**src/core/dbsd_regs.vh**
```
`ifndef DBSD_REGS_VH
`define DBSD_REGS_VH

// Clock and timing, in nanoseconds
`define DBSD_CLK_PERIOD_NS 50
`define DBSD_START_BUS_NS 50
`define DBSD_START_REF_NS 150
`define DBSD_ROW_HOLD_NS 100
`define DBSD_COL_SETUP_NS 50
`define DBSD_CAS_NS 150
`define DBSD_PRECHARGE_NS 150
`define DBSD_REFRESH_PERIOD_NS 25000

// Least time rounds up, longest time rounds down
`define DBSD_CYC_MIN(ns) (((ns) + `DBSD_CLK_PERIOD_NS - 1) / `DBSD_CLK_PERIOD_NS)
`define DBSD_CYC_MAX(ns) ((ns) / `DBSD_CLK_PERIOD_NS)

// Register byte offsets
`define DBSD_REG_CONTROL 8'h00
`define DBSD_REG_STATUS 8'h04
`define DBSD_REG_REFRESH_TOTAL 8'h08

// Control fields
`define DBSD_CTRL_ENABLE_BIT 0
`define DBSD_CTRL_BASE_LSB 4
`define DBSD_CTRL_BASE_MSB 8
`define DBSD_CTRL_RESET 32'h00000001

// Status fields
`define DBSD_STAT_ROW_LSB 0
`define DBSD_STAT_ROW_MSB 5
`define DBSD_STAT_PEND_BIT 8
`define DBSD_STAT_BUSY_BIT 9
`define DBSD_STAT_CODE_LSB 12
`define DBSD_STAT_CODE_MSB 13

// Transfer codes, high bit first
`define DBSD_XFER_WORD_READ 2'h3
`define DBSD_XFER_READ_PAUSE 2'h2
`define DBSD_XFER_WORD_WRITE 2'h1
`define DBSD_XFER_BYTE_WRITE 2'h0

// AXI responses
`define DBSD_RESP_OKAY 2'h0
`define DBSD_RESP_DECERR 2'h3

`endif

```
**src/core/dbsd_core.v**
```verilog
// What this block does
// - Decode 4K block hit, use word bits 12:1
// - Address latches transparent until strobe, then hold
// - Chip lines idle high; bus bits 12:7 loaded as row at address strobe
// - Address strobe freezes address, drives chip lines
// - Column select drives latched bits 6:1
// - One refresh cycle every 25 us, 64 rows
// - Refresh routes row counter, row strobe only
// - Control bits pick read, pause, write, byte
// - Read-with-pause handled as plain word read
// - Word write: latch early, both byte strobes later
// - Byte write picks upper or lower by bit 0
// - Upper strobe feeds upper byte and parity chips
// - Bus access strobes only the selected bank; refresh strobes all banks
// - Write data held, stored with byte and column strobe
// - Sync flag after latch strobe, own driver replies
// - Read loads chip output, drive enable puts on bus
// - Address present at latches before timing starts
// - Every addressed access answered with slave reply, unless parity_present_n is low
// - Row counter advances when column select falls
// - Pending refresh waits for bus cycle to end
`timescale 1ns/100ps
`include "dbsd_regs.vh"

module dbsd_core #(
   parameter BANKS = 4,
   parameter AXI_ADDR_W = 8
) (
   // Clock and reset
   input wire aclk,
   input wire aresetn,
   // AXI4-Lite register slave
   input wire [AXI_ADDR_W-1:0] s_axi_awaddr,
   input wire s_axi_awvalid,
   output wire s_axi_awready,
   input wire [31:0] s_axi_wdata,
   input wire [3:0] s_axi_wstrb,
   input wire s_axi_wvalid,
   output wire s_axi_wready,
   output wire [1:0] s_axi_bresp,
   output wire s_axi_bvalid,
   input wire s_axi_bready,
   input wire [AXI_ADDR_W-1:0] s_axi_araddr,
   input wire s_axi_arvalid,
   output wire s_axi_arready,
   output wire [31:0] s_axi_rdata,
   output wire [1:0] s_axi_rresp,
   output wire s_axi_rvalid,
   input wire s_axi_rready,
   // System bus, active-low lines except data, output enables and sync flag
   input wire [17:13] bus_block_addr_n,
   input wire [12:1] bus_word_address_n,
   input wire byte_select_addr_n,
   input wire transfer_code_hi_n,
   input wire transfer_code_lo_n,
   input wire bus_master_sync_n,
   input wire [15:0] bus_data_in,
   output wire [15:0] bus_data_out,
   output wire bus_data_oe,
   output wire bus_slave_reply_out,
   output wire bus_slave_reply_oe,
   input wire parity_present_n,
   output wire internal_slave_sync_n,
   output wire slave_sync_flag,
   // Memory array
   output wire [5:0] chip_address_lines,
   output wire [BANKS-1:0] bank_row_strobe_n,
   output wire column_strobe_n,
   output wire upper_byte_write_n,
   output wire lower_byte_write_n,
   output wire [15:0] chip_data_out,
   input wire [15:0] chip_data_in,
   // Timing chain observation
   output wire cycle_start,
   output wire address_strobe,
   output wire column_select,
   output wire refresh_active,
   output wire data_latch_strobe,
   output wire bus_drive_enable,
   output wire [5:0] refresh_row_count
);

   localparam ST_IDLE = 3'h0;
   localparam ST_START = 3'h1;
   localparam ST_ROW = 3'h2;
   localparam ST_COL = 3'h3;
   localparam ST_CAS = 3'h4;
   localparam ST_REPLY = 3'h5;
   localparam ST_PRECH = 3'h6;

   localparam integer CYC_START_BUS = `DBSD_CYC_MIN(`DBSD_START_BUS_NS);
   localparam integer CYC_START_REF = `DBSD_CYC_MIN(`DBSD_START_REF_NS);
   localparam integer CYC_ROW = `DBSD_CYC_MIN(`DBSD_ROW_HOLD_NS);
   localparam integer CYC_COL = `DBSD_CYC_MIN(`DBSD_COL_SETUP_NS);
   localparam integer CYC_CAS = `DBSD_CYC_MIN(`DBSD_CAS_NS);
   localparam integer CYC_PRECH = `DBSD_CYC_MIN(`DBSD_PRECHARGE_NS);
   localparam integer CYC_REFRESH = `DBSD_CYC_MAX(`DBSD_REFRESH_PERIOD_NS);
   localparam [BANKS-1:0] ALL_BANKS = {BANKS{1'b1}};

   // Block offset from base; hit if inside the installed banks
   function [5:0] block_offset;
      input [4:0] blk;
      input [4:0] base;
      begin
         block_offset = {1'b0, blk} - {1'b0, base};
      end
   endfunction

   function [3:0] dly_load;
      input integer cyc;
      begin
         dly_load = cyc[3:0] - 4'h1;
      end
   endfunction

   reg [2:0] state_ff;
   reg [3:0] dly_ff;
   reg cycle_start_ff, address_strobe_ff, column_select_ff, refresh_active_ff;
   reg data_latch_strobe_ff, bus_drive_enable_ff, slave_sync_flag_ff;
   reg reply_oe_ff;
   reg [5:0] chip_addr_ff;
   reg [BANKS-1:0] row_strobe_n_ff;
   reg column_strobe_n_ff, upper_wr_n_ff, lower_wr_n_ff;
   reg [15:0] hold_ff;
   reg [12:1] latched_word_address_ff;
   reg [1:0] latched_code_ff;
   reg latched_byte_ff;
   reg [5:0] refresh_row_count_ff;
   reg [9:0] ref_timer_ff;
   reg ref_pend_ff;
   reg [15:0] refresh_total_ff;
   reg [31:0] ctrl_ff;
   reg [1:0] last_code_ff;

   wire [4:0] bus_block = ~bus_block_addr_n;
   wire [12:1] bus_word = ~bus_word_address_n;
   wire [1:0] bus_code = {~transfer_code_hi_n, ~transfer_code_lo_n};
   wire bus_byte = ~byte_select_addr_n;
   wire [5:0] blk_off = block_offset(bus_block, ctrl_ff[`DBSD_CTRL_BASE_MSB:`DBSD_CTRL_BASE_LSB]);
   wire [1:0] bank_sel = blk_off[1:0];
   // hit only when enabled and inside an installed 4K block
   wire addr_hit = ctrl_ff[`DBSD_CTRL_ENABLE_BIT] && (blk_off < BANKS);
   // a bus request wins over a waiting refresh
   wire bus_req = !bus_master_sync_n && addr_hit;
   // high code bit set means a read of either kind
   wire bus_is_read = bus_code[1];
   wire [BANKS-1:0] bank_onehot = ALL_BANKS & ({{(BANKS-1){1'b0}}, 1'b1} << bank_sel);

   // transparent while the strobe is low, holds from its rise
   always @(posedge aclk) begin
      if (!aresetn) begin
         latched_word_address_ff <= 12'h000;
         latched_code_ff <= 2'h0;
         latched_byte_ff <= 1'b0;
      end else if (!address_strobe_ff) begin
         latched_word_address_ff <= bus_word;
         latched_code_ff <= bus_code;
         latched_byte_ff <= bus_byte;
      end
   end

   // refresh interval timer, restarted as column select falls
   always @(posedge aclk) begin
      if (!aresetn) begin
         ref_timer_ff <= 10'h000;
         ref_pend_ff <= 1'b0;
      end else if (state_ff == ST_COL && refresh_active_ff && dly_ff == 4'h0) begin
         ref_timer_ff <= 10'h000;
         ref_pend_ff <= 1'b0;
      end else if (!ref_pend_ff) begin
         if (ref_timer_ff == CYC_REFRESH[9:0] - 10'h001) begin
            ref_pend_ff <= 1'b1;
            ref_timer_ff <= 10'h000;
         end else begin
            ref_timer_ff <= ref_timer_ff + 10'h001;
         end
      end
   end

   always @(posedge aclk) begin
      if (!aresetn) begin
         state_ff <= ST_IDLE;
         dly_ff <= 4'h0;
         cycle_start_ff <= 1'b0;
         address_strobe_ff <= 1'b0;
         column_select_ff <= 1'b0;
         refresh_active_ff <= 1'b0;
         data_latch_strobe_ff <= 1'b0;
         bus_drive_enable_ff <= 1'b0;
         slave_sync_flag_ff <= 1'b0;
         reply_oe_ff <= 1'b0;
         chip_addr_ff <= 6'h3F;
         row_strobe_n_ff <= ALL_BANKS;
         column_strobe_n_ff <= 1'b1;
         upper_wr_n_ff <= 1'b1;
         lower_wr_n_ff <= 1'b1;
         hold_ff <= 16'h0000;
         refresh_row_count_ff <= 6'h00;
         refresh_total_ff <= 16'h0000;
         last_code_ff <= 2'h0;
      end else begin
         data_latch_strobe_ff <= 1'b0;
         if (dly_ff != 4'h0) begin
            dly_ff <= dly_ff - 4'h1;
         end
         case (state_ff)
            ST_IDLE: begin
               if (bus_req) begin
                  state_ff <= ST_START;
                  dly_ff <= dly_load(CYC_START_BUS);
                  cycle_start_ff <= 1'b1;
                  last_code_ff <= bus_code;
                  if (bus_is_read) begin
                     bus_drive_enable_ff <= 1'b1;
                  end else begin
                     data_latch_strobe_ff <= 1'b1;
                     hold_ff <= bus_data_in;
                  end
               end else if (ref_pend_ff) begin
                  // Longer start gives the row mux time to settle
                  state_ff <= ST_START;
                  dly_ff <= dly_load(CYC_START_REF);
                  cycle_start_ff <= 1'b1;
                  refresh_active_ff <= 1'b1;
               end
            end
            ST_START: begin
               if (dly_ff == 4'h0) begin
                  state_ff <= ST_ROW;
                  dly_ff <= dly_load(CYC_ROW);
                  address_strobe_ff <= 1'b1;
                  if (refresh_active_ff) begin
                     chip_addr_ff <= refresh_row_count_ff;
                     row_strobe_n_ff <= ~ALL_BANKS;
                  end else begin
                     chip_addr_ff <= bus_word[12:7];
                     row_strobe_n_ff <= ~bank_onehot;
                  end
               end
            end
            ST_ROW: begin
               if (dly_ff == 4'h0) begin
                  state_ff <= ST_COL;
                  dly_ff <= dly_load(CYC_COL);
                  column_select_ff <= 1'b1;
                  // Refresh mux outputs ground, so chip lines idle high
                  chip_addr_ff <= refresh_active_ff ? 6'h3F : latched_word_address_ff[6:1];
               end
            end
            ST_COL: begin
               if (dly_ff == 4'h0) begin
                  if (refresh_active_ff) begin
                     // No column strobe: the whole row refreshes
                     state_ff <= ST_PRECH;
                     dly_ff <= dly_load(CYC_PRECH);
                     column_select_ff <= 1'b0;
                     address_strobe_ff <= 1'b0;
                     row_strobe_n_ff <= ALL_BANKS;
                     chip_addr_ff <= 6'h3F;
                     refresh_row_count_ff <= refresh_row_count_ff + 6'h01;
                     refresh_total_ff <= refresh_total_ff + 16'h0001;
                  end else begin
                     state_ff <= ST_CAS;
                     dly_ff <= dly_load(CYC_CAS);
                     column_strobe_n_ff <= 1'b0;
                     case (latched_code_ff)
                        `DBSD_XFER_WORD_WRITE: begin
                           upper_wr_n_ff <= 1'b0;
                           lower_wr_n_ff <= 1'b0;
                        end
                        `DBSD_XFER_BYTE_WRITE: begin
                           upper_wr_n_ff <= ~latched_byte_ff;
                           lower_wr_n_ff <= latched_byte_ff;
                        end
                        default: begin
                           upper_wr_n_ff <= 1'b1;
                           lower_wr_n_ff <= 1'b1;
                        end
                     endcase
                  end
               end
            end
            ST_CAS: begin
               if (dly_ff == 4'h0) begin
                  state_ff <= ST_REPLY;
                  upper_wr_n_ff <= 1'b1;
                  lower_wr_n_ff <= 1'b1;
                  if (latched_code_ff[1]) begin
                     data_latch_strobe_ff <= 1'b1;
                     hold_ff <= chip_data_in;
                  end
               end
            end
            ST_REPLY: begin
               if (!slave_sync_flag_ff) begin
                  // One cycle after the read latch strobe; writes latched at cycle start
                  slave_sync_flag_ff <= 1'b1;
                  reply_oe_ff <= parity_present_n;
               end else if (bus_master_sync_n) begin
                  state_ff <= ST_PRECH;
                  dly_ff <= dly_load(CYC_PRECH);
                  slave_sync_flag_ff <= 1'b0;
                  reply_oe_ff <= 1'b0;
                  bus_drive_enable_ff <= 1'b0;
                  address_strobe_ff <= 1'b0;
                  column_select_ff <= 1'b0;
                  column_strobe_n_ff <= 1'b1;
                  row_strobe_n_ff <= ALL_BANKS;
                  chip_addr_ff <= 6'h3F;
               end
            end
            ST_PRECH: begin
               cycle_start_ff <= 1'b0;
               if (dly_ff == 4'h0) begin
                  state_ff <= ST_IDLE;
                  refresh_active_ff <= 1'b0;
               end
            end
            default: begin
               state_ff <= ST_IDLE;
            end
         endcase
      end
   end

   // AXI4-Lite slave: one write and one read in flight
   reg awready_ff, wready_ff, bvalid_ff, arready_ff, rvalid_ff;
   reg aw_held_ff, w_held_ff;
   reg [AXI_ADDR_W-1:0] awaddr_ff;
   reg [31:0] wdata_ff, rdata_ff;
   reg [3:0] wstrb_ff;
   reg [1:0] bresp_ff, rresp_ff;
   reg [31:0] nxt_ctrl;
   reg [31:0] rd_word;
   reg rd_ok;
   integer i;

   wire aw_take = s_axi_awvalid && awready_ff;
   wire w_take = s_axi_wvalid && wready_ff;
   wire wr_go = aw_held_ff && w_held_ff && !bvalid_ff;
   wire [31:0] status_word = {18'h00000, last_code_ff, 2'h0,
      (state_ff != ST_IDLE), ref_pend_ff, 2'h0, refresh_row_count_ff};

   always @* begin
      nxt_ctrl = ctrl_ff;
      for (i = 0; i < 4; i = i + 1) begin
         if (wstrb_ff[i]) begin
            nxt_ctrl[i*8 +: 8] = wdata_ff[i*8 +: 8];
         end
      end
      nxt_ctrl[31:9] = 23'h000000;
      nxt_ctrl[3:1] = 3'h0;
   end

   always @* begin
      rd_word = 32'h00000000;
      rd_ok = 1'b1;
      case (s_axi_araddr[7:0] & 8'hFC)
         `DBSD_REG_CONTROL: rd_word = ctrl_ff;
         `DBSD_REG_STATUS: rd_word = status_word;
         `DBSD_REG_REFRESH_TOTAL: rd_word = {16'h0000, refresh_total_ff};
         default: rd_ok = 1'b0;
      endcase
   end

   always @(posedge aclk) begin
      if (!aresetn) begin
         awready_ff <= 1'b0;
         wready_ff <= 1'b0;
         bvalid_ff <= 1'b0;
         arready_ff <= 1'b0;
         rvalid_ff <= 1'b0;
         aw_held_ff <= 1'b0;
         w_held_ff <= 1'b0;
         awaddr_ff <= {AXI_ADDR_W{1'b0}};
         wdata_ff <= 32'h00000000;
         wstrb_ff <= 4'h0;
         bresp_ff <= `DBSD_RESP_OKAY;
         rresp_ff <= `DBSD_RESP_OKAY;
         rdata_ff <= 32'h00000000;
         ctrl_ff <= `DBSD_CTRL_RESET;
      end else begin
         awready_ff <= !aw_held_ff && !aw_take;
         wready_ff <= !w_held_ff && !w_take;
         if (aw_take) begin
            aw_held_ff <= 1'b1;
            awaddr_ff <= s_axi_awaddr;
         end
         if (w_take) begin
            w_held_ff <= 1'b1;
            wdata_ff <= s_axi_wdata;
            wstrb_ff <= s_axi_wstrb;
         end
         if (wr_go) begin
            bvalid_ff <= 1'b1;
            case (awaddr_ff[7:0] & 8'hFC)
               `DBSD_REG_CONTROL: begin
                  ctrl_ff <= nxt_ctrl;
                  bresp_ff <= `DBSD_RESP_OKAY;
               end
               `DBSD_REG_STATUS, `DBSD_REG_REFRESH_TOTAL: bresp_ff <= `DBSD_RESP_OKAY;
               default: bresp_ff <= `DBSD_RESP_DECERR;
            endcase
         end else if (bvalid_ff && s_axi_bready) begin
            bvalid_ff <= 1'b0;
            aw_held_ff <= 1'b0;
            w_held_ff <= 1'b0;
         end
         arready_ff <= !rvalid_ff && !(s_axi_arvalid && arready_ff);
         if (s_axi_arvalid && arready_ff) begin
            rvalid_ff <= 1'b1;
            rdata_ff <= rd_word;
            rresp_ff <= rd_ok ? `DBSD_RESP_OKAY : `DBSD_RESP_DECERR;
         end else if (rvalid_ff && s_axi_rready) begin
            rvalid_ff <= 1'b0;
         end
      end
   end

   assign s_axi_awready = awready_ff;
   assign s_axi_wready = wready_ff;
   assign s_axi_bvalid = bvalid_ff;
   assign s_axi_bresp = bresp_ff;
   assign s_axi_arready = arready_ff;
   assign s_axi_rvalid = rvalid_ff;
   assign s_axi_rdata = rdata_ff;
   assign s_axi_rresp = rresp_ff;

   assign bus_data_out = hold_ff;
   assign bus_data_oe = bus_drive_enable_ff;
   // Open drain: the line is only ever pulled low
   assign bus_slave_reply_out = 1'b0;
   assign bus_slave_reply_oe = reply_oe_ff;
   assign internal_slave_sync_n = ~slave_sync_flag_ff;
   assign slave_sync_flag = slave_sync_flag_ff;
   assign chip_address_lines = chip_addr_ff;
   assign bank_row_strobe_n = row_strobe_n_ff;
   assign column_strobe_n = column_strobe_n_ff;
   assign upper_byte_write_n = upper_wr_n_ff;
   assign lower_byte_write_n = lower_wr_n_ff;
   assign chip_data_out = hold_ff;
   assign cycle_start = cycle_start_ff;
   assign address_strobe = address_strobe_ff;
   assign column_select = column_select_ff;
   assign refresh_active = refresh_active_ff;
   assign data_latch_strobe = data_latch_strobe_ff;
   assign bus_drive_enable = bus_drive_enable_ff;
   assign refresh_row_count = refresh_row_count_ff;

endmodule

```
**config.mk**
```make
export PLATFORM = sky130hd
export DESIGN_NAME = dbsd_core
export DESIGN_NICKNAME = d
export VERILOG_FILES = /design/src/core/dbsd_core.v
export VERILOG_INCLUDE_DIRS = /design/src /design/src/core
export SDC_FILE = /design/constraint.sdc
export NUM_CORES = 1
export LEC_CHECK = 0
export BUFFER_PORTS_ARGS = -buffer_cell sky130_fd_sc_hd__buf_2
export CAP_MARGIN = 20
export CORE_AREA = 5 5 115 117
export DETAILED_ROUTE_END_ITERATION = 8
export DIE_AREA = 0 0 120 122
export GPL_TIMING_DRIVEN = 0
export PLACE_DENSITY = 0.83
export SETUP_SLACK_MARGIN = 0.05
export SLEW_MARGIN = 20
export SYNTH_ARGS = -nofsm -noshare
export SYNTH_HDL_FRONTEND = slang
export SYNTH_SLANG_ARGS = --single-unit
```
**constraint.sdc**
```tcl
create_clock -name aclk -period 4.8 [get_ports aclk]
set_clock_uncertainty 0.15 [all_clocks]
set_input_delay 0.24 -clock aclk [delete_from_list [all_inputs] [get_ports aclk]]
set_output_delay 0.24 -clock aclk [all_outputs]
set_load 0.05 [all_outputs]
```
Word level (Yosys, flattened, before mapping)
Index checks and enable logic that the tools add are counted.
Word-level totals
  memories: 0
  logic and storage cells: 236
  ROM bits: 0
  bits of input ports: 113
  memory bits (writable): 0
  register bits after elaboration: 156
  bits in latches: 0
  output and inout bits: 103
Cells by class
  shift-type cells: 1
  $add $sub $neg: 5
  order comparisons: 1
  reduce and logical (&&, ||, !) cells: 57
  div/mod/pow operators: 0
  bitwise gates (word level): 9
  equal/unequal tests: 29
  multiply operators: 0
  mux-type cells: 95
Operator list (number)
  two-way mux 16 bit: 4
  two-way mux 4 bit: 14
  two-way mux 6 bit: 8
  case mux 16 bit (3 select lines): 1
  two-way mux 1 bit: 39
  case mux 16 bit (2 select lines): 1
  inequality test 2 bit (second input constant): 15
  two-way mux 3 bit: 9
  case mux 6 bit (4 select lines): 1
  case mux 3 bit (7 select lines): 1
  case mux 4 bit (5 select lines): 1
  case mux 1 bit (2 select lines): 9
  adder 16 x 1 -> 16 bit (second input constant): 1
  zero test 8 bit: 2
  AND reduction 5 bit: 3
  logical AND 1 bit: 14
  nonzero test 2 bit: 7
  equality test 6 x 1 -> 1 bit (second input constant): 2
  equality test 6 x 2 -> 1 bit (second input constant): 2
  inverter 12 bit: 1
  case mux 4 bit (3 select lines): 1
  AND reduction 6 bit: 2
  adder 10 x 1 -> 10 bit (second input constant): 1
  equality test 10 x 9 -> 1 bit (second input constant): 1
  30 further kinds: 57

Logic depth before layout (Yosys ltp)
Gate-level depths: netlist of the first run.
  depth in word-level cells: 7
  mapped depth: 10
  depth with buffers taken out: 9

Worst setup path before layout of the first run
Ideal clock, no wire load.
  kind: reg2reg
  from: register refresh_active_ff (netlist: refresh_active)
  to: register refresh_total_ff[6]
  buffers on the path: 2
  arrival: 1.990 ns
  period minus slack after synthesis: 2.267 ns
  path slack: 2.533 ns
  setup time: 0.128 ns
  required time: 4.522 ns
  cell stages (with the launch flop): 8
  path through: dfxtp_1 > clkbuf_1 > nand3b_1 > or3_1 > buf_2 > nor3_4 > xnor2_1 > nor2_1
On the way
  longest elaborated chain between the ends: 1
Ends and longest elaborated chain
  start: declaration: RTL line dbsd_core.v:118  | reg cycle_start_ff, address_strobe_ff, column_select_ff, refresh_active_ff;
  start signal: assignment: RTL line dbsd_core.v:187  | refresh_active_ff <= 1'b0;
  start signal: assignment: RTL line dbsd_core.v:224  | refresh_active_ff <= 1'b1;
  start signal: assignment: RTL line dbsd_core.v:316  | refresh_active_ff <= 1'b0;
  AND reduction 3 bit (no source line)
  end signal: assignment: RTL line dbsd_core.v:261  | refresh_total_ff <= refresh_total_ff + 16'h0001;
  end: declaration: RTL line dbsd_core.v:131  | reg [15:0] refresh_total_ff;
Every way passes these cells.
A chain may end at the register's enable or synchronous reset.

Worst setup path in the final report of the first run
  from: register ctrl_ff[4]
  to: register hold_ff[13] (netlist: bus_data_out[13])
On the way
  longest elaborated chain between the ends: 6
Ends and longest elaborated chain
  start: declaration: RTL line dbsd_core.v:132  | reg [31:0] ctrl_ff;
  start signal: assignment: RTL line dbsd_core.v:381  | ctrl_ff <= `DBSD_CTRL_RESET;
  start signal: assignment: RTL line dbsd_core.v:398  | ctrl_ff <= nxt_ctrl;
  subtractor 5 x 5 -> 6 bit: RTL line dbsd_core.v:105  | block_offset = {1'b0, blk} - {1'b0, base};
  < comparator 6 x 3 -> 1 bit: RTL line dbsd_core.v:142  | wire addr_hit = ctrl_ff[`DBSD_CTRL_ENABLE_BIT] && (blk_off < BANKS);
  logical AND 1 bit: RTL line dbsd_core.v:142
  logical AND 1 bit: RTL line dbsd_core.v:144  | wire bus_req = !bus_master_sync_n && addr_hit;
  inequality test 2 bit (no source line)
  AND reduction 5 bit (no source line)
  end signal: assignment: RTL line dbsd_core.v:217  | hold_ff <= bus_data_in;
  end signal: assignment: RTL line dbsd_core.v:290  | hold_ff <= chip_data_in;
  end: declaration: RTL line dbsd_core.v:124  | reg [15:0] hold_ff;
Every way passes these cells.

==> summary.txt, run 1 <==
final worst path period share = 57.50%
Die Span Y = 122 um
Pleak = 3.605 nW
clk sinks = 133
total of max-cap violations = 0
largest net degree at the start of global routing = 17
clock buffer depth = 2
Detailed Routing Iterations Pass 1 = 5
most frequent cell after synthesis = dfxtp_1
Via density = 5.545
wire per inst = 16.62 um
main combinational cell family by area after synthesis = simple AND/OR/NAND/NOR gates
GPL Wtd Cong = 0.8644
area growth from synthesis to layout = 30.46%
share of layout cells above drive strength 1 = 25.82%
post-synthesis sequential area ratio = 42.26%
root buffer cell = clkbuf_16
Setup crit start kind = flop
Post-synth top cells = dfxtp_1 (133), nand2_1 (86), nor2_1 (65)
PwrDens = 412.9 mW/mm2
post-CTS sizing = 0
Worst-Skew Late Latency = 420 ps
Clock Pin Slew Worst Setup and Hold Paths = 60 ps
grt total ovfl = 0
Compound-Gate Fraction of Synth Area = 17.16%
area share of fa/ha/maj cells after synthesis = 2.661%
Final nets = 1085
Max Freq = 0.3623 GHz
DRC = 0
TritonCTS Buffers = 17
Slew Limit Fails = 0
final setup violation count = 0
Via Count = 6227
Final ANT Viol Nets = 0
VDD IR-drop max = 0.2465 mV
area fraction of the dominant cell type after synthesis = 42.26%
post-synthesis cell type count = 64
Rows = 41
Synth Register Bits = 133
Die X = 120 um
initial drt markers = 491
xor/xnor share of the synthesized area = 4.170%
Req. time, crit path = 4960 ps
vias in the first global route = 6081
initial antenna violation count = 1
top cells by area, synth = dfxtp_1 (42%), nand2_1 (5.1%), mux2i_1 (5.1%)
Worst Path Max Fanout = 10
kind of critical path = flop to flop
PortBufs = 164
mux contribution to synthesized area = 5.083%
Hold/Removal Path Class = input pin to flop
Tot GR Track Use = 25.72%
Worst slew margin = 45.51%
CP Data Arrival Time = 2920 ps
Async SR Flop Fraction = 0%
FILL cells = 1016
synthesized area = 0.006301 mm2
Core Footprint = 0.01226 mm2
Worst-Margin Slew = 808.9 ps
DP HPWL = 13370 um
CP endpoint kind = flop
DIE AREA = 0.01464 mm2
RSZ-0062 raised after global routing = no
post-layout util = 67.05%
status = finished, final reports clean
H-Tree Depth = 4
Synth warnings = 0
commonest register cell after synthesis = dfxtp_1
drt total wl = 18660 um
TNS Setup = 0 ps
syn_area_per_cell = 8.561 um2
simple-gate portion of the synthesized area = 20.12%
R2R setup slack = 2040 ps
I/O pin total = 216
EDFF count, synth = 0
clock period minus worst slack = 2760 ps
starting density of the core = 51.39%
CTS tree = yes
first-pass GRT wire length = 29700 um
Hold Fails Final Rpt = 0
area leader, netlist = dfxtp_1
Synth Instances = 736
state kept, by name (all words and copies together) (netlist names), 4 cells and up:
name / cells
refresh_total_ff: 16
ref_timer_ff: 10
s_axi_rdata: 16
refresh_row_count: 6
latched_word_address_ff: 6
ctrl_ff: 6
awaddr_ff: 6
chip_address_lines: 6
bank_row_strobe_n: 4
bus_data_out: 16
wdata_ff: 6
dly_ff: 4
cells in the final DEF (no fill, tap or decap), drive strengths merged, types with 9 or more instances in the layout:
cell type / netlist / layout
xor2: 18 / 18
conb: 1 / 17
o21ai: 46 / 46
dfxtp: 133 / 133
o311a: 17 / 17
nand2: 86 / 86
a21oi: 56 / 56
inv: 22 / 23
nand4: 10 / 10
clkbuf: 37 / 56
o211ai: 9 / 9
ha: 11 / 11
buf: 43 / 207
nand3: 25 / 25
xnor2: 12 / 12
mux2i: 32 / 32
nor3: 17 / 17
dlygate4sd3: 0 / 25
nor2: 65 / 65
final timing paths:
kind                                          from  cells past startpoint                  to
worst min register to register      s_axi_rdata[2]                      2      s_axi_rdata[2]
worst max-delay path                    ctrl_ff[4]                      8    bus_data_out[13]
worst min-delay path            transfer_code_hi_n                      4  latched_code_ff[1]
worst max register to register          ctrl_ff[4]                      8    bus_data_out[13]
power breakdown:
part	switching [mW]	total, mW	internal, mW
sequential	0.0614	1.24	1.18
combinational	0.556	0.837	0.280
clock	0.487	1.31	0.827
per-stage QoR:
stage / hold WS [ps] / setup WS [ps] / cells / cell area (um2) / total power, mW
2_1_floorplan: 199.7 / 2533 / 752 / 6361 / 1.864
3_3_place_gp: 279.6 / 2097 / 1066 / 7370 / 2.053
3_5_place_dp: 288.6 / 2072 / 1066 / 7370 / 2.069
4_1_cts: 15.02 / 2089 / 1122 / 8218 / 3.388
5_1_grt: 20.12 / 1792 / 1123 / 8220 / 3.537
6_report: 23.76 / 2040 / 1123 / 8220 / 3.394
cell type report:
cell class | instances | area [um2] | area share, %
sequential | 133 | 2663 | 32.39
inverter | 23 | 86.33 | 1.050
buffer | 80 | 449.2 | 5.464
tap | 150 | 187.7 | 2.283
multi-input combinational | 516 | 3163 | 38.48
clock buffer | 19 | 442.9 | 5.388
timing repair buffer | 189 | 1071 | 13.03
antenna | 1 | 2.502 | 0.03044
clock inverter | 12 | 155.1 | 1.887
kinds of logic after synthesis:
group,Yosys count
muxes,32
other,1
DFF,133
AOI/OAI and AO/OA,169
adders and majority gates,13
xor gates and xnor gates,30
and+or+nand+nor,255
buffers and inverters,103
critical path: stages, from the launching register on:
cell	delay [ps]
dfxtp_1	340
ha_1	210
fa_1	380
xor2_1	160
o2111ai_1	180
a211oi_2	520
clkbuf_1	420
o21ai_0	140
o311a_1	140
routing by layer:
metal,global-route usage [%],up-vias,part of all wire [%]
met5,0,-,0
met4,11.60,0,3.3
li1,-,2991,-
met1,30.02,2863,39
met3,6.964,46,8.8
met2,44.26,327,49
repair_timing:
item                                   CTS  global route
hold buffers                            25             0
endpoints found under the hold margin   28             0
setup buffers                            0             0
Power figures use the tool's default switching activity.
==> inputs of run 2 (changes only) <==
--- a/config.mk
+++ b/config.mk
@@ -8,11 +8,11 @@
 export LEC_CHECK = 0
 export BUFFER_PORTS_ARGS = -buffer_cell sky130_fd_sc_hd__buf_2
 export CAP_MARGIN = 20
-export CORE_AREA = 5 5 115 117
+export CORE_AREA = 5 5 118 120
 export DETAILED_ROUTE_END_ITERATION = 8
-export DIE_AREA = 0 0 120 122
+export DIE_AREA = 0 0 123 125
 export GPL_TIMING_DRIVEN = 0
-export PLACE_DENSITY = 0.83
+export PLACE_DENSITY = 0.79
 export SETUP_SLACK_MARGIN = 0.05
 export SLEW_MARGIN = 20
 export SYNTH_ARGS = -nofsm -noshare
==> constraint.sdc (replaced) <==
create_clock -name aclk -period 2.65 [get_ports aclk]
set_clock_uncertainty 0.15 [all_clocks]
set_input_delay 0.1325 -clock aclk [delete_from_list [all_inputs] [get_ports aclk]]
set_output_delay 0.1325 -clock aclk [all_outputs]
set_load 0.05 [all_outputs]
==> run 2 against run 1 <==
Net effect: design area is 6.2% higher; utilization is 0.75 points higher; cell count is 6.5% higher; register-to-register slack worse by 1900 ps; critical path type unchanged; largest cell class unchanged; highest routed layer unchanged.
==> summary.txt, run 2 (synthesis gave the netlist of run 1 again) <==
CP most frequent cell = clkbuf_4
CTS tree = yes (unchanged)
Final nets = 1134 (was 1085)
grt total ovfl = 0 (unchanged)
slowest stage delay, CP = 590 ps (was 520 ps)
largest net degree at the start of global routing = 17 (unchanged)
Hold Fails Final Rpt = 0 (unchanged)
first-pass GRT wire length = 31130 um (was 29700 um)
Via density = 5.330 (was 5.545)
sequence of cells on the critical path = nor3b_1 -> clkbuf_4 -> clkbuf_4 -> mux2i_1 -> dlygate4sd3_1 -> o21ai_0 -> o311a_1 (was ha_1 -> fa_1 -> xor2_1 -> o2111ai_1 -> a211oi_2 -> clkbuf_1 -> o21ai_0 -> o311a_1)
DP Cell Count = 1092 (was 1066)
Worst-Skew Late Latency = 420 ps (about the same)
most common cell after layout, fill and taps aside = buf_2 (unchanged)
Worst-Margin Slew = 798.4 ps (was 808.9 ps)
final setup violation count = 0 (unchanged)
Hold/Removal Path Class = input pin to flop (unchanged)
final worst path period share = 94.97% (was 57.50%)
Setup crit start kind = flop (unchanged)
Detailed Routing Iterations Pass 1 = 6 (was 5)
R2R setup slack = 130 ps (was 2040 ps)
Core Footprint = 0.01287 mm2 (was 0.01226 mm2)
H-Tree Depth = 4 (unchanged)
Slew Limit Fails = 0 (unchanged)
I/O pin total = 216 (unchanged)
PwrDens = 711.1 mW/mm2 (was 412.9 mW/mm2)
Final ANT Viol Nets = 0 (unchanged)
Max Freq = 0.3973 GHz (was 0.3623 GHz)
antenna cell count = 0 (was 1)
Req. time, crit path = 2800 ps (was 4960 ps)
wire per inst = 16.18 um (was 16.62 um)
Via Count = 6375 (was 6227)
total of max-cap violations = 0 (unchanged)
DRC = 0 (unchanged)
initial antenna violation count = 0 (was 1)
RSZ-0062 raised after global routing = yes (was no)
clk sinks = 133 (unchanged)
clock buffer depth = 2 (unchanged)
starting density of the core = 48.94% (was 51.39%)
Finished Layout Cells = 1196 (was 1123)
vias in the first global route = 6316 (was 6081)
root buffer cell = clkbuf_16 (unchanged)
Clock Pin Slew Worst Setup and Hold Paths = 60 ps (about the same)
post-route setup slack = 133.3 ps (was 2040 ps)
Pleak = 3.822 nW (was 3.605 nW)
CP endpoint kind = flop (unchanged)
clock period minus worst slack = 2517 ps (was 2760 ps)
drt total wl = 19350 um (was 18660 um)
CP Data Arrival Time = 2670 ps (was 2920 ps)
DP HPWL = 13260 um (was 13370 um)
Tot GR Track Use = 25.48% (was 25.72%)
share of layout cells above drive strength 1 = 25.29% (was 25.82%)
CP max-delay cell = dlygate4sd3_1 (was a211oi_2)
kind of critical path = flop to flop (unchanged)
PortBufs = 164 (unchanged)
area growth from synthesis to layout = 38.52% (was 30.46%)
Place WS = -15.19 ps (was 2072 ps)
hold slack = 19.71 ps (was 23.76 ps)
initial drt markers = 446 (was 491)
most frequent cells in the layout = buf_2 (167), dfxtp_1 (133), nand2_1 (86), dlygate4sd3_1 (70), nor2_1 (65) (was buf_2 (169), dfxtp_1 (133), nand2_1 (86), nor2_1 (65), a21oi_1 (56))
DIE AREA = 0.01538 mm2 (was 0.01464 mm2)
Die X = 123 um (was 120 um)
Worst slew margin = 46.21% (was 45.51%)
Die Span Y = 125 um (was 122 um)
VDD IR-drop max = 0.5244 mV (was 0.2465 mV)
GPL Wtd Cong = 0.8677 (was 0.8644)
TritonCTS Buffers = 17 (unchanged)
status = finished, final reports clean (unchanged)
Rows = 42 (was 41)
Worst Path Max Fanout = 10 (unchanged)
==> run 2: per-layer routing <==
layer / vias to the layer above / part of all wire, % / track usage, % / wire, um
met1: 2958 / 40 / 30.36 / 7756
met4: 0 / 2.7 / 10.29 / 527
met5: - / 0 / 0 / 0
met3: 50 / 8.6 / 7.407 / 1665
met2: 285 / 49 / 42.81 / 9405
li1: 3082 / - / - / -
==> run 2: metrics by stage <==
stage | util [%] | setup TNS [ps] | instance area (um2) | power [mW]
finish | 67.79 | 0 | 8728 | 6.207
global route | 67.79 | 0 | 8728 | 6.457
CTS | 67.54 | 0 | 8696 | 6.140
detailed placement | 57.49 | -54.92 | 7402 | 3.746
global placement | 57.49 | -3.090 | 7402 | 3.724
floorplan | - | 0 | 6361 | 3.376
==> run 2: worst max-delay path, delay by kind of cell (launching register included) <==
family | cells | cell delay [ps]
compound gates | 2 | 270
buf+inv | 3 | 1160
flops | 1 | 380
mux | 1 | 220
simple gates | 1 | 220
==> run 2: where the power goes <==
group	switching, mW	leakage [nW]	internal, mW
clock network	0.851	0.286	1.49
registers	0.109	1.08	2.14
logic	1.03	2.46	0.585
==> run 2: path summary, 6_finish.rpt <==
kind,from,end,cells after the start
hold / removal,s_axi_arvalid,s_axi_rdata[14],4
hold reg to reg,s_axi_rdata[9],s_axi_rdata[9],2
setup / recovery,state_ff[2],bus_data_out[5],7
setup reg to reg,state_ff[2],bus_data_out[5],7
==> run 2: final cells by class <==
| type | count | area [um2] |
|---|---|---|
| fill | 1002 | 4146 |
| multi-input combinational | 516 | 3169 |
| sequential | 133 | 2663 |
| timing repair buffer | 238 | 1551 |
| buffer | 80 | 460.4 |
| clock buffer | 20 | 446.7 |
| tap | 176 | 220.2 |
| clock inverter | 10 | 131.4 |
| inverter | 23 | 86.33 |
==> run 2: repair_timing <==
item / 4_1_cts / 5_1_grt
endpoints found under the hold margin: 53 / 0
buffers inserted: 2 / 2
hold buffers: 70 / 0
pin swaps: 1 / 0
gates resized for setup: 0 / 13
setup endpoints to repair: 14 / 36
